## config.mk

```make
export PLATFORM = sky130hd
export DESIGN_NAME = lsc_top
export DESIGN_NICKNAME = d
export VERILOG_FILES = /design/src/rtl/lsc_pkg.sv /design/src/rtl/lsc_top.sv /design/src/rtl/lsc_switch.sv
export SDC_FILE = /design/constraint.sdc
export NUM_CORES = 1
export LEC_CHECK = 0
export CAP_MARGIN = 20
export CORE_MARGIN = 2
export CORE_UTILIZATION = 45
export DETAILED_ROUTE_END_ITERATION = 16
export DONT_BUFFER_PORTS = 1
export GPL_TIMING_DRIVEN = 0
export PLACE_DENSITY_LB_ADDON = 0.08
export SETUP_SLACK_MARGIN = 0.15
export SLEW_MARGIN = 10
export SYNTH_ARGS = -nofsm -noshare
export SYNTH_HDL_FRONTEND = slang
export SYNTH_SLANG_ARGS = --single-unit
```

## constraint.sdc

```tcl
create_clock -name clk -period 3.1 [get_ports clk]
set_clock_uncertainty 0.05 [all_clocks]
set_input_delay 0.31 -clock clk [delete_from_list [all_inputs] [get_ports clk]]
set_output_delay 0.31 -clock clk [all_outputs]
set_load 0.05 [all_outputs]
```

## src/rtl/lsc_pkg.sv

```systemverilog
// Package of constants and carrier types for the load switch controller
package lsc_pkg;

  localparam int unsigned CLK_PERIOD_NS        = 10;
  localparam int unsigned SAFETY_BASE_US       = 200;
  localparam int unsigned SAFETY_BASE_CYCLES   = (SAFETY_BASE_US * 1000 + CLK_PERIOD_NS - 1)
                                                 / CLK_PERIOD_NS;
  localparam int unsigned SAFETY_MAX_FACTOR    = 16;
  localparam int unsigned SAFETY_STEPS         = 4;
  localparam int unsigned TIMER_WIDTH          = 20;
  localparam logic [1:0]  EXTEND_RESET         = 2'h0;
  localparam int unsigned NUM_SWITCHES_DEFAULT = 7;
  localparam int unsigned REVERSE_SWITCH_INDEX = 1;

  typedef struct packed {
    logic       enable_write;
    logic       enable_value;
    logic       discharge_enable;
    logic [1:0] timer_extend;
  } lsc_ctrl_s;

  typedef struct packed {
    logic output_at_input;
    logic output_good;
    logic current_limiting;
    logic over_temperature;
  } lsc_sense_s;

  typedef struct packed {
    logic gate_on;
    logic discharge_on;
    logic reverse_block;
    logic power_good;
    logic overload_event;
    logic enabled;
  } lsc_drive_s;

endpackage : lsc_pkg

```

## src/rtl/lsc_top.sv

```systemverilog
// Load switch control with shared overload interrupt
`timescale 1ns/1ps
module lsc_top
  import lsc_pkg::*;
#(
  parameter int unsigned NUM_SWITCHES = NUM_SWITCHES_DEFAULT,
  parameter int unsigned BASE_CYCLES  = SAFETY_BASE_CYCLES
) (
  input  wire logic                    clk,
  input  wire logic                    reset_n,
  input  wire logic                    first_buck_enabled,
  input  wire logic                    first_buck_good,
  input  wire logic                    second_buck_enabled,
  input  wire logic                    second_buck_good,
  input  wire lsc_ctrl_s               switch_control_register [NUM_SWITCHES],
  input  wire lsc_sense_s              switch_sense [NUM_SWITCHES],
  input  wire logic [NUM_SWITCHES-1:0] overload_mask_write,
  input  wire logic [NUM_SWITCHES-1:0] overload_mask_value,
  input  wire logic                    first_status_write,
  input  wire logic                    first_status_pending_value,
  output logic [NUM_SWITCHES-1:0]      switch_gate,
  output logic [NUM_SWITCHES-1:0]      switch_discharge,
  output logic [NUM_SWITCHES-1:0]      switch_reverse_block,
  output logic [NUM_SWITCHES-1:0]      switch_power_good,
  output logic [NUM_SWITCHES-1:0]      switch_enable_bit,
  output logic [NUM_SWITCHES-1:0]      overload_mask,
  output logic                         first_interrupt_status,
  output logic [NUM_SWITCHES-1:0]      second_interrupt_status,
  output logic                         irq_n_out,
  output logic                         irq_n_oe
);

  logic                    buck_sync1 [4];
  logic                    buck_sync2 [4];
  logic                    buck_sync3 [4];
  logic                    supplies_ok;
  logic [NUM_SWITCHES-1:0] overload_event;
  logic [NUM_SWITCHES-1:0] overload_prev;
  logic [NUM_SWITCHES-1:0] overload_rise;
  logic [NUM_SWITCHES-1:0] flagged;
  lsc_drive_s              drive [NUM_SWITCHES];

  // Buck status pins come from analog, so three stages with agreement
  always_ff @(posedge clk) begin
    if (!reset_n) begin
      for (int i = 0; i < 4; i++) begin
        buck_sync1[i] <= 1'b0;
        buck_sync2[i] <= 1'b0;
        buck_sync3[i] <= 1'b0;
      end
    end else begin
      buck_sync1[0] <= first_buck_enabled;
      buck_sync1[1] <= first_buck_good;
      buck_sync1[2] <= second_buck_enabled;
      buck_sync1[3] <= second_buck_good;
      for (int i = 0; i < 4; i++) begin
        buck_sync2[i] <= buck_sync1[i];
        buck_sync3[i] <= buck_sync2[i];
      end
    end
  end

  // Agreed level of all four buck states
  always_ff @(posedge clk) begin
    if (!reset_n) begin
      supplies_ok <= 1'b0;
    end else if (buck_sync2[0] == buck_sync3[0] && buck_sync2[1] == buck_sync3[1]
                 && buck_sync2[2] == buck_sync3[2] && buck_sync2[3] == buck_sync3[3]) begin
      supplies_ok <= buck_sync3[0] && buck_sync3[1] && buck_sync3[2] && buck_sync3[3];
    end
  end

  // Sense inputs are assumed already synchronised by the analog wrapper
  for (genvar g = 0; g < NUM_SWITCHES; g++) begin : g_switch
    lsc_switch #(
      .BASE_CYCLES (BASE_CYCLES),
      .REVERSE     (g == REVERSE_SWITCH_INDEX)
    ) u_switch (
      .clk         (clk),
      .reset_n     (reset_n),
      .supplies_ok (supplies_ok),
      .ctrl        (switch_control_register[g]),
      .sense       (switch_sense[g]),
      .drive       (drive[g])
    );
    assign switch_gate[g]          = drive[g].gate_on;
    assign switch_discharge[g]     = drive[g].discharge_on;
    assign switch_reverse_block[g] = drive[g].reverse_block;
    assign switch_power_good[g]    = drive[g].power_good;
    assign switch_enable_bit[g]    = drive[g].enabled;
    assign overload_event[g]       = drive[g].overload_event;
  end

  // Masks come up set so nothing interrupts until software opens it
  always_ff @(posedge clk) begin
    if (!reset_n) begin
      overload_mask <= '1;
    end else begin
      for (int i = 0; i < NUM_SWITCHES; i++) begin
        if (overload_mask_write[i]) overload_mask[i] <= overload_mask_value[i];
      end
    end
  end

  always_ff @(posedge clk) begin
    if (!reset_n) begin
      overload_prev <= '0;
    end else begin
      overload_prev <= overload_event;
    end
  end

  assign overload_rise = overload_event & ~overload_prev;
  assign flagged       = overload_rise & ~overload_mask;

  // Cause bits are captured only on an unmasked event and cleared with the pending bit
  always_ff @(posedge clk) begin
    if (!reset_n) begin
      second_interrupt_status <= '0;
    end else if (|flagged) begin
      second_interrupt_status <= second_interrupt_status | flagged;
    end else if (first_status_write && !first_status_pending_value) begin
      second_interrupt_status <= '0;
    end
  end

  // A new event in the clear cycle keeps the pending bit set
  always_ff @(posedge clk) begin
    if (!reset_n) begin
      first_interrupt_status <= 1'b0;
    end else if (|flagged) begin
      first_interrupt_status <= 1'b1;
    end else if (first_status_write && !first_status_pending_value) begin
      first_interrupt_status <= 1'b0;
    end
  end

  // Open-drain pin: drive low only while pending
  assign irq_n_out = 1'b0;
  assign irq_n_oe  = first_interrupt_status;

endmodule : lsc_top

```

## src/rtl/lsc_switch.sv

```systemverilog
// One load switch channel: enable, safety timer, power good, overload and discharge
`timescale 1ns/1ps
module lsc_switch
  import lsc_pkg::*;
#(
  parameter int unsigned BASE_CYCLES = SAFETY_BASE_CYCLES,
  parameter bit          REVERSE     = 1'b0
) (
  input  wire logic       clk,
  input  wire logic       reset_n,
  input  wire logic       supplies_ok,
  input  wire lsc_ctrl_s  ctrl,
  input  wire lsc_sense_s sense,
  output lsc_drive_s      drive
);

  typedef enum logic [1:0] {LSC_OFF, LSC_RAMP, LSC_ON, LSC_LIMIT} lsc_state_e;

  lsc_state_e             state;
  logic                   enable_bit;
  logic [TIMER_WIDTH-1:0] timer;
  logic [TIMER_WIDTH-1:0] limit;
  logic                   expired;
  logic                   gate;
  logic                   trip;

  // Base period times 1, 2, 4 or 16 selected by software
  function automatic logic [TIMER_WIDTH-1:0] period(input logic [1:0] ext);
    logic [TIMER_WIDTH-1:0] base;
    base = TIMER_WIDTH'(BASE_CYCLES);
    case (ext)
      2'h0:    period = base;
      2'h1:    period = base << 1;
      2'h2:    period = base << 2;
      default: period = base << 4;
    endcase
  endfunction : period

  assign limit   = period(ctrl.timer_extend);
  assign expired = (timer >= limit - TIMER_WIDTH'(1));
  assign gate    = enable_bit && supplies_ok && !sense.over_temperature;
  // Trip mirrors the state machine: reaching the input on the last count is no overload
  assign trip    = gate && expired
                   && (state == LSC_LIMIT || (state == LSC_RAMP && !sense.output_at_input));

  // Enable bit is set only by a host write of one while supplies_ok; a trip, a host write of zero or a write without supplies_ok clears it
  always_ff @(posedge clk) begin
    if (!reset_n) begin
      enable_bit <= 1'b0;
    end else if (ctrl.enable_write) begin
      enable_bit <= ctrl.enable_value && supplies_ok;
    end else if (trip) begin
      enable_bit <= 1'b0;
    end
  end

  always_ff @(posedge clk) begin
    if (!reset_n) begin
      state <= LSC_OFF;
      timer <= '0;
    end else begin
      case (state)
        LSC_OFF: begin
          timer <= '0;
          if (gate) state <= LSC_RAMP;
        end
        LSC_RAMP: begin
          timer <= timer + TIMER_WIDTH'(1);
          if (!gate) state <= LSC_OFF;
          else if (sense.output_at_input) state <= LSC_ON;
          else if (expired) state <= LSC_OFF;
        end
        LSC_ON: begin
          timer <= '0;
          if (!gate) state <= LSC_OFF;
          else if (sense.current_limiting) state <= LSC_LIMIT;
        end
        LSC_LIMIT: begin
          timer <= timer + TIMER_WIDTH'(1);
          if (!gate || expired) state <= LSC_OFF;
          else if (!sense.current_limiting) begin
            state <= LSC_ON;
            timer <= '0;
          end
        end
        default: state <= LSC_OFF;
      endcase
    end
  end

  always_ff @(posedge clk) begin
    if (!reset_n) begin
      drive <= '0;
    end else begin
      drive.gate_on        <= gate && state != LSC_OFF;
      drive.discharge_on   <= ctrl.discharge_enable && !(gate && state != LSC_OFF);
      drive.reverse_block  <= REVERSE && !(gate && state != LSC_OFF);
      drive.power_good     <= sense.output_good;
      drive.overload_event <= sense.current_limiting && state != LSC_OFF;
      drive.enabled        <= enable_bit;
    end
  end

endmodule : lsc_switch

```

# After elaboration in Yosys (flattened, before gate mapping)
# Memory sizes are Yosys's and may differ from the RTL's.
# Index checks and enable logic that the tools add are counted.
# W data, S select, Z words.
[totals] reg_bits=220 ramBits=12 output_inout_bits=52 elab_cells=456 n_memories=3
[memory_table] name="buck_sync1" depth=4 word_bits=1 rd=4 rd_ports_with_merged_regs=0 wr=4 line_no="lsc_top.sv:33" text="logic buck_sync1 [4];"
[memory_table] name="buck_sync2" depth=4 word_bits=1 rd=4 rd_ports_with_merged_regs=0 wr=4 line_no="lsc_top.sv:34" text="logic buck_sync2 [4];"
[memory_table] name="buck_sync3" depth=4 word_bits=1 rd=4 rd_ports_with_merged_regs=0 wr=4 line_no="lsc_top.sv:35" text="logic buck_sync3 [4];"
[op_classes] n_addsub=14 magnitude_cmp=7 eq_ne=67 muxes=123 bitwise=17 reduce_logical=157
[ops] cell="$pmux W20 S3" n=7
[ops] cell="$pmux W19 S3" n=7
[ops] cell="$mux W20" n=14
[ops] cell="$add A20 B1 Y20 const B" n=7
[ops] cell="$ge A20 B20 Y1" n=7
[ops] cell="$sub A19 B1 Y20 const B" n=7
[ops] cell="$mux W2" n=56
[ops] cell="$logic_and A1 B1 Y1" n=70
[ops] cell="$pmux W2 S4" n=7
[ops] cell="$eq A2 B2 Y1 const B" n=21
[ops] cell="$ne A3 B3 Y1 const B" n=14
[ops] cell="$mux W1" n=30
[ops] cell="$reduce_bool A2 Y1" n=15
[ops] cell="$logic_not A1 Y1" n=29
[ops] cell="$eq A2 B1 Y1 const B" n=14
[ops] cell="$logic_not A2 Y1" n=14
[ops] cell="$ne A4 B3 Y1 const B" n=7
[ops] cell="$reduce_and A4 Y1" n=7
[ops] cell="$and A7 B7 Y7" n=2
[ops] cell="$logic_or A1 B1 Y1" n=14
[ops] cell="$mux W7" n=2
[ops] cell="$ne A2 B1 Y1 const B" n=7
[ops] cell="$not A7 Y7" n=2
[ops] cell="$reduce_or A2 Y1" n=7
[ops] cell="other kinds (4)" n=18

# Logic depth before layout (Yosys ltp)
# Gate-level depths: netlist of the first run.
[depth] depth_word=8 depth_mapped=12 mapped_depth_nobuf=11

# By module
# Synthesis of the first run repeated with hierarchy kept, for this count alone.
[hier_totals] cells_unflattened=1390 area_unflattened_um2=12803.5
[modules_own_cells] module="lsc_switch (g_switch[2].u_switch ...)" instances=4 cells_per_inst=179 area_per_inst_um2=1592.8 seq_area_each_um2=560.5
[modules_own_cells] module="lsc_switch (g_switch[1].u_switch)" instances=1 cells_per_inst=190 area_per_inst_um2=1808.0 seq_area_each_um2=580.6
[modules_own_cells] module="lsc_switch (g_switch[0].u_switch)" instances=1 cells_per_inst=189 area_per_inst_um2=1764.2 seq_area_each_um2=560.5
[modules_own_cells] module="lsc_switch (g_switch[6].u_switch)" instances=1 cells_per_inst=190 area_per_inst_um2=1651.6 seq_area_each_um2=560.5
[modules_own_cells] module="lsc_top" instances=1 cells_per_inst=105 area_per_inst_um2=1208.7 seq_area_each_um2=700.7

# Worst setup path after synthesis of the first run
# Ideal clock, no wire load.
[synth_timing] kind="input to register" from="in switch_control_register[5] in the netlist's numbering" to="reg g_switch[5].u_switch.timer[1]" arrival_time_ns=2.553 path_slack_ns=0.422 stages=12 path_buffers=1 cell_sequence="inv_1 -> ha_1 -> inv_1 -> ha_1 -> or2_2 -> ha_1 -> nand2_1 -> or4_1 -> a31o_1 -> and4b_1 -> buf_6 -> nor3b_2"
[synth_via] elab_chain_len=7
[synth_lines] element="start: declaration" line_no="lsc_top.sv:15" text="input wire lsc_ctrl_s switch_control_register [NUM_SWITCHES],"
[synth_lines] element="$eq A2 B2 Y1, or another cell as far along" line_no="lsc_switch.sv:31" text="case (ext)"
[synth_lines] element="$pmux W19 S3 *" line_no="lsc_switch.sv:31"
[synth_lines] element="$sub A19 B1 Y20 *" line_no="lsc_switch.sv:40" text="assign expired = (timer >= limit - TIMER_WIDTH'(1));"
[synth_lines] element="$ge A20 B20 Y1 *" line_no="lsc_switch.sv:40"
[synth_lines] element="$logic_or A1 B1 Y1 *" line_no="lsc_switch.sv:80" text="if (!gate || expired) state <= LSC_OFF;"
[synth_lines] element="$mux W20 *" line_no="lsc_switch.sv:80"
[synth_lines] element="$pmux W20 S3 *" line_no="lsc_switch.sv:62" text="case (state)"
[synth_lines] element="end signal: assignment" line_no="lsc_switch.sv:68" text="timer <= timer + TIMER_WIDTH'(1);"
[synth_lines] element="end signal: assignment" line_no="lsc_switch.sv:79" text="timer <= timer + TIMER_WIDTH'(1);"
[synth_lines] element="end: declaration" line_no="lsc_switch.sv:21" text="logic [TIMER_WIDTH-1:0] timer;"
# Mark *: on every way between the ends. The rest lies on a longest branch, timed or not.
# A chain may end at the register's enable or synchronous reset.

==> results of run 1 <==
-- sequential cells by signal, indices dropped and copies added (netlist names) --
| signal | flops |
|---|---|
| first_interrupt_status | 1 |
| g_switch.u_switch.enable_bit | 7 |
| buck_sync2 | 4 |
| overload_mask | 7 |
| supplies_ok | 1 |
| overload_prev | 7 |
| g_switch.u_switch.drive | 36 |
| g_switch.u_switch.state | 14 |
| g_switch.u_switch.timer | 140 |
| second_interrupt_status | 7 |
| buck_sync1 | 4 |
| buck_sync3 | 4 |
-- cell families after synthesis --
family / share of synthesized area, %
and+or+nand+nor: 25.83
adders and majority gates: 16.04
buffers and inverters: 6.099
other: 0.05802
muxes: 0.5413
DFF: 35.88
AOI/OAI and AO/OA: 6.756
xor gates and xnor gates: 8.796
-- metal layers --
metal / vias to the layer above / share of wire (%)
li1: 5239 / -
met4: 0 / 1.6
met3: 36 / 5.1
met5: - / 0
met2: 184 / 46
met1: 4710 / 47
-- worst max-delay path: stages --
cell and delay [ns]:
clkbuf_1 0.59, clkbuf_1 0.75, clkbuf_1 0.59, nand2_1 0.16
a31oi_1 0.16, dlygate4sd3_1 0.55
-- cells in the final DEF, fill, tap and decap left out, types with 5 or more instances in the layout --
cell type,netlist,layout
dfxtp_1,232,232
ha_1,166,166
nor2_1,124,124
nand2_1,102,102
inv_1,90,90
nor3_1,83,83
xnor2_1,72,72
dlygate4sd3_1,0,70
nand3_1,68,68
a21oi_1,63,63
xor2_1,58,58
nand4_1,46,46
and2_1,39,39
nor3_2,38,38
buf_4,37,37
o21ai_0,30,30
clkbuf_16,0,29
and3_1,25,25
and4_1,25,25
clkbuf_1,20,23
conb_1,2,21
nor3b_1,11,11
a31oi_1,11,11
nand2b_1,10,10
buf_2,10,10
or2_2,9,9
nor4_1,9,9
clkbuf_8,0,9
a21o_1,7,7
mux2i_1,7,7
nor2b_1,6,6
o311a_1,5,5
-- how the worst max path moves through the flow --
stage	slack, ns	to
CTS	0.29	g_switch[6].u_switch.enable_bit
floorplan	0.42	g_switch[5].u_switch.timer[1]
finish	0.41	g_switch[6].u_switch.enable_bit
global placement	-0.10	g_switch[3].u_switch.enable_bit
detailed placement	-0.14	g_switch[3].u_switch.enable_bit
global route	0.23	g_switch[4].u_switch.state[0]
-- through the flow --
stage,instances,power [W],utilization (%),hold slack [ns]
after floorplan,1474,0.003359,-,0.3619
after global routing,1980,0.006881,52.96,0.04078
after detailed placement,1858,0.003436,47.28,0.3710
after global placement,1858,0.003430,47.28,0.3650
final,1980,0.006633,52.96,0.04322
after CTS,1978,0.006711,52.95,0.02641
-- power groups by stage --
stage / clock network [W] / registers, W / logic [W]
global route: 0.00338 / 0.00304 / 0.000461
floorplan: 0 / 0.00310 / 0.000263
global placement: 0 / 0.00310 / 0.000330
detailed placement: 0 / 0.00310 / 0.000336
CTS: 0.00327 / 0.00303 / 0.000411
finish: 0.00319 / 0.00303 / 0.000408
-- area by class of cell --
cell class	instances	area, sq um
Antenna cell	2	5.005
Buffer	71	449.2
Clock buffer	42	864.6
Clock inverter	8	51.30
Fill cell	2711	13430
Inverter	91	341.6
Multi-Input combinational cell	1080	7582
Sequential cell	232	4644
Tap cell	384	480.5
Timing Repair Buffer	70	700.7
-- timing repair --
item | 4_1_cts | 5_1_grt
gates resized for setup | 1 | 0
endpoints found under the setup margin | 20 | 0
hold buffers | 70 | 0
endpoints found under the hold margin | 58 | 0
==> results by group, run 1 <==
Synthesis
  • Mapped Cells: 1455
  • Synth area leader: dfxtp_1
  • Most common cell in the synthesized netlist: dfxtp_1
  • Register area share after synthesis: around 36%
  • Synth cell types: between 50 and 60
  • Mean Syn Cell Area: 8.897 sq um
  • Mapped Area: 12940 sq um
  • Synth top cells by count: dfxtp_1, ha_1, nor2_1, nand2_1, inv_1
  • Synthesis-stage register bit count: 232
  • Synth top area cells: dfxtp_1, ha_1, xnor2_1, xor2_1, nor2_1
  • Synth top area share: approximately 36%
  • Yosys warns: 0
  • Post-synth top flop: dfxtp_1
  • FFs w/ async S/R, synth: 0%
  • Number of flops mapped to enable cells by yosys: 0

Timing
  • Slew margin rel.: 36.28%
  • Final Hold Viols: 0
  • TNS Setup: 0 ns
  • Final Worst Setup Slack: between 0.4 and 0.5 ns
  • Final period util: ~87%
  • Final setup violation count: 0
  • RSZ-0062 raised after global routing: no
  • Max Fclk: 372.0 MHz
  • Tightest Pin Transition: 0.9558 ns
  • Fin. max-slew vios: 0
  • Minimum clock period: approximately 2.7 ns

GRT
  • Global Route met3 Usage: 3.575%
  • Largest net degree at the start of global routing: 14
  • Met1 Track Usage GR: 25.95%
  • GRT Total Usage: 19.79%
  • GRT met2 Usage: 34.03%
  • Busiest layer in global routing: met2
  • Initial antenna violation count: 2
  • Vias in the first global route: 9862
  • Global-route wire length before repair: roughly 50000 um
  • GRT Residual Overflow: 0

Power
  • Switching share of total power: roughly 23%
  • Proportion of power drawn by flip-flops and latches: around 46%
  • Lkg Pwr: approximately 6 nW
  • Switching Power: 0.001541 W
  • Internal power: about 0.005 W
  • Pwr/cell area: ~440 nW/um^2
  • Comb power frac: under 10%
  • Clock share of power: between 40% and 50%
  • Worst VDD drop: approximately 0.34 mV

Setup path
  • Critical path arrival: 3.12 ns
  • Reg2Reg Depth: 6
  • CP required: 3.54 ns
  • Worst r2r dst: g_switch[6].u_switch.drive[4]
  • Crit. End Element: flip-flop
  • Reg2reg setup slack: between 0.4 and 0.5 ns
  • CP Max Fanout: 10
  • Critical path origin: reset_n
  • Crit Path Class: in2reg
  • Worst Setup Start Kind: primary input
  • Worst r2r src: supplies_ok

Drt
  • Antenna-violating nets left: 0
  • Drt wl/cell: 15.12 um
  • Vias: about 10000
  • Drt via density: around 5.1
  • DR DRC count: 0
  • DRT Wirelength: around 30000 um
  • Drt pass-1 iters: 5
  • Iteration-0 DRC Markers: approximately 370

Place
  • Detailed placement HPWL: approximately 22000 um
  • Gpl congestion: roughly 0.8
  • IO buf count: 0
  • DP Worst Slack: -0.1388 ns
  • Placed Area: 13500 sq um

Cells and area
  • Post-route cell area: about 15000 sq um
  • Nets: around 1800
  • Area Growth Syn to Fin: 16.80%
  • Fraction of layout cells with a size suffix above 1: 9.661%

Floorplan
  • Core Area: about 29000 sq um
  • Die height: 173.6 um
  • Die Area: 30140 sq um
  • Top Ports: approximately 140
  • Die width: ~170 um
  • Starting Density: between 40% and 50%
  • Number of placement rows: slightly above 60

CTS
  • Post-CTS Repair Setup Buffers: 0
  • CTS sink cnt: between 200 and 250
  • Clock buffer depth: 3
  • Clk_lat worst skew: 0.54 ns
  • Htree depth: 1
  • TritonCTS buffer count: 28
  • TritonCTS clock tree: done
  • Clock-pin slew on the worst setup and hold paths: 0.06 ns
  • Clk root buf: clkbuf_16

Min path
  • Min-delay src: switch_sense[7]
  • WHS Endpoint: g_switch[5].u_switch.state[1]
  • Hold crit path type: in2reg
  • WHS Path Cells: 3

Status
  • Status: finished, final reports clean

Run
  • Max Cap Viol: 0
Power figures use the tool's default switching activity.
==> run 2: changes to the inputs <==
--- a/config.mk
+++ b/config.mk
@@ -5,6 +5,7 @@
 export SDC_FILE = /design/constraint.sdc
 export NUM_CORES = 1
 export LEC_CHECK = 0
+export ABC_AREA = 1
 export CAP_MARGIN = 20
 export CORE_MARGIN = 2
 export CORE_UTILIZATION = 45
==> run 2 against run 1 <==
Fmax fell by 1.1%. Final cell count rose by 25%. Via count rose by 17%. Highest routed layer unchanged.
==> results by group, run 2 <==
Status
  • Status: finished, final reports clean

Power
  • Pwr/cell area: 413.0 nW/um^2 (-5.9%)
  • Clock share of power: 47.6% (-0.5 points)
  • Proportion of power drawn by flip-flops and latches: 45.4% (-0.4 points)
  • Switching share of total power: 24.67% (+1.4 points)
  • Lkg Pwr: 7.470 nW (+24%)
  • Internal power: 0.005062 W (-0.58%)
  • Worst VDD drop: 0.3581 mV (+3.9%)
  • Comb power frac: 7.0% (+0.9 points)
  • Switching Power: 0.001658 W (+7.6%)

Floorplan
  • Starting Density: 45.92% (+0.58 points)
  • Die height: 180.9 um (+4.2%)
  • Die Area: 32730 sq um (+8.6%)
  • Number of placement rows: 64 (+3.2%)
  • Die width: 180.9 um (+4.2%)
  • Core Area: 30670 sq um (+7.4%)
  • Top Ports: 137 (unchanged)

Timing
  • Final period util: 87.68% (+0.95 points)
  • Fin. max-slew vios: 0 (unchanged)
  • Minimum clock period: 2.718 ns (+0.02951 ns)
  • Max Fclk: 367.9 MHz (-1.1%)
  • Final setup violation count: 0 (unchanged)
  • Final Hold Viols: 0 (unchanged)
  • Slew margin rel.: 29.14% (-7.1 points)
  • TNS Setup: 0 ns (unchanged)
  • Tightest Pin Transition: 1.063 ns (+0.1072 ns)
  • RSZ-0062 raised after global routing: no

Synthesis
  • Synth top area cells: dfxtp_1, ha_1, nand2_1, inv_1, nor2_1
  • Synth top area share: 32.98% (-2.9 points)
  • Synth area leader: dfxtp_1
  • Mapped Cells: 1930 (+33%)
  • Compound-Gate Fraction of Synth Area: 5.676% (-1.1 points)
  • Mapped Area: 14080 sq um (+8.8%)
  • Combinational family with the most area after synthesis: simple AND/OR/NAND/NOR gates
  • Mux cell area share after synthesis: 0% (-0.54 points)
  • Most common cell in the synthesized netlist: nand2_1
  • Synth top cells by count: nand2_1, inv_1, nor2_1, dfxtp_1, ha_1
  • Number of flops mapped to enable cells by yosys: 0 (unchanged)
  • Post-Synth Simple-Gate Area: 29.49% (+3.7 points)
  • Mean Syn Cell Area: 7.298 sq um (-18%)
  • Synth Area in Adders: 14.75% (-1.3 points)
  • Synth cell types: 44 (-19%)
  • Synthesis-stage register bit count: 232 (unchanged)
  • Yosys warns: 0 (unchanged)
  • Register area share after synthesis: 32.98% (-2.9 points)
  • FFs w/ async S/R, synth: 0% (unchanged)
  • Post-synth top flop: dfxtp_1
  • Post-synthesis xor/xnor area fraction: 5.721% (-3.1 points)

Place
  • IO buf count: 0 (unchanged)
  • Gpl congestion: 0.8353 (+3.9%)
  • Detailed placement HPWL: 25460 um (+17%)
  • Placed cell count: 2345 (+26%)

Cells and area
  • Max reg flops: 140 (unchanged)
  • Commonest cells after routing, fill and taps aside: nand2_1, inv_1, nor2_1, dfxtp_1, ha_1
  • Commonest non-fill, non-tap cell in the layout: nand2_1
  • Nets: 2301 (+26%)
  • Fill cell count: 3055 (+13%)
  • Top flop regs: g_switch.u_switch.timer: 140 flops, g_switch.u_switch.drive: 36 flops, g_switch.u_switch.state: 14 flops
  • Post-Layout Cell Count: 2468 (+25%)
  • Fraction of layout cells with a size suffix above 1: 8.015% (-1.6 points)
  • Most flops, register: g_switch.u_switch.timer
  • Area Growth Syn to Fin: 15.52%
  • Area of the multi-input gates: 7915 sq um (+4.4%)
  • Storage element area: 4644 sq um (unchanged)

Drt
  • DR DRC count: 0 (unchanged)
  • Drt wl/cell: 13.69 um (-9.4%)
  • Iteration-0 DRC Markers: 593 (+62%)
  • DRT Wirelength: 33800 um (+13%)
  • Drt pass-1 iters: 5 (unchanged)
  • Antenna-violating nets left: 0 (unchanged)
  • Vias: 11903 (+17%)
  • Drt via density: 4.823 (-6.1%)

Setup path
  • CP required: 3.53 ns (about the same)
  • Worst Setup Start Kind: flip-flop
  • Worst r2r dst: g_switch[3].u_switch.enable_bit
  • Reg2Reg Depth: 5 (-1)
  • Crit Path Class: reg2reg
  • Critical path arrival: 3.15 ns (+0.03 ns)
  • Reg2reg setup slack: 0.38 ns (-0.07 ns)
  • CP Max Fanout: 10 (unchanged)
  • Worst r2r src: supplies_ok
  • Crit. End Element: flip-flop

CTS
  • CTS sink cnt: 232 (unchanged)
  • Post-CTS Repair Setup Buffers: 0 (unchanged)
  • Clock-pin slew on the worst setup and hold paths: 0.06 ns (about the same)
  • TritonCTS buffer count: 27 (-3.6%)
  • Clock buffer depth: 3 (unchanged)
  • Clk_lat worst skew: 0.54 ns (about the same)
  • TritonCTS clock tree: done
  • Clk root buf: clkbuf_16
  • Post-CTS sizing: 0 (-1)
  • Htree depth: 1 (unchanged)

GRT
  • GRT Total Usage: 20.63% (+0.84 points)
  • GRT Residual Overflow: 0 (unchanged)
  • Vias in the first global route: 11331 (+15%)
  • Largest net degree at the start of global routing: 15 (+1)
  • Global-route wire length before repair: 55700 um (+13%)
  • Initial antenna violation count: 1 (-1)

Min path
  • Hold crit path type: in2reg
  • Min-delay src: switch_sense[20]
  • WHS Path Cells: 3 (unchanged)
  • WHS Endpoint: g_switch[1].u_switch.state[1]

Run
  • Max Cap Viol: 0 (unchanged)
[run 2: changes by cell type after synthesis, moves of 24 or more]
cell     previous run  this run
nand2_1           102       376
and4_1             25         0
nor2_1            124       270
inv_1              90       313
xnor2_1            72        39
and3_1             25         1
and2_1             39         0
[run 2: repair_timing]
item                                    4_1_cts  5_1_grt
hold buffers                                 71        0
endpoints found under the setup margin        0        0
endpoints found under the hold margin        70        0
[run 2: logic make-up (layout without fill, tap and decap cells)]
family	after synthesis	count (layout)
XOR/XNOR	92	92
flip-flops	232	232
AO/OA/AOI/OAI	146	146
AND/OR/NAND/NOR	914	914
adder cells (fa/ha/maj)	166	166
buffers and inverters	378	500
other	2	22
[run 2: worst max path at each step]
stage | end | cells past startpoint | startpoint
2_1_floorplan | g_switch[6].u_switch.timer[11] | 17 | switch_control_register[0]
3_3_place_gp | g_switch[2].u_switch.timer[4] | 17 | switch_control_register[20]
3_5_place_dp | g_switch[2].u_switch.timer[6] | 17 | switch_control_register[20]
4_1_cts | g_switch[2].u_switch.enable_bit | 14 | switch_control_register[20]
5_1_grt | g_switch[6].u_switch.enable_bit | 14 | switch_control_register[0]
6_report | g_switch[3].u_switch.enable_bit | 5 | supplies_ok
[run 2: stage by stage]
| step | setup slack (ns) | hold WS (ns) | total power [W] | cell area, sq um | utilization, % |
|---|---|---|---|---|---|
| finish | 0.3820 | 0.03479 | 0.006720 | 16270 | 53.05 |
| floorplan | 0.6111 | 0.3405 | 0.003414 | 14160 | - |
| CTS | 0.4360 | 0.008960 | 0.006826 | 16260 | 53.01 |
| global placement | 0.1950 | 0.3575 | 0.003511 | 14650 | 47.77 |
| detailed placement | 0.1762 | 0.3504 | 0.003520 | 14650 | 47.77 |
| global route | 0.2365 | 0.04184 | 0.007011 | 16270 | 53.04 |
[run 2: critical path, cell delays in order (launching register included)]
cell and delay [ns]:
dfxtp_1 0.63, buf_2 0.45, nand3_1 0.16, dlygate4sd3_1 0.61, a21oi_1 0.17, dlygate4sd3_1 0.59
[run 2: cell type report]
class | instances | share of cell area [%]
Antenna cell | 1 | 0.01538
Buffer | 61 | 2.499
Clock buffer | 36 | 4.606
Clock inverter | 14 | 0.8920
Inverter | 317 | 7.313
Multi-Input combinational cell | 1339 | 48.65
Sequential cell | 232 | 28.55
Tap cell | 396 | 3.045
Timing Repair Buffer | 72 | 4.437
[run 2: power by group through the flow]
stage | Clock [W] | Combinational (W) | Sequential (W)
final | 0.00320 | 0.000473 | 0.00305
after global routing | 0.00342 | 0.000534 | 0.00305
after CTS | 0.00330 | 0.000477 | 0.00305
after detailed placement | 0 | 0.000402 | 0.00312
after global placement | 0 | 0.000394 | 0.00312
after floorplan | 0 | 0.000305 | 0.00311
[run 2: per-layer routing]
| metal | GRT usage (%) | vias to the layer above | routed length [um] |
|---|---|---|---|
| li1 | - | 6309 | - |
| met1 | 26.75 | 5362 | 15680 |
| met2 | 35.56 | 184 | 15600 |
| met3 | 3.790 | 48 | 1747 |
| met4 | 4.645 | 0 | 769 |
| met5 | 0 | - | 0 |
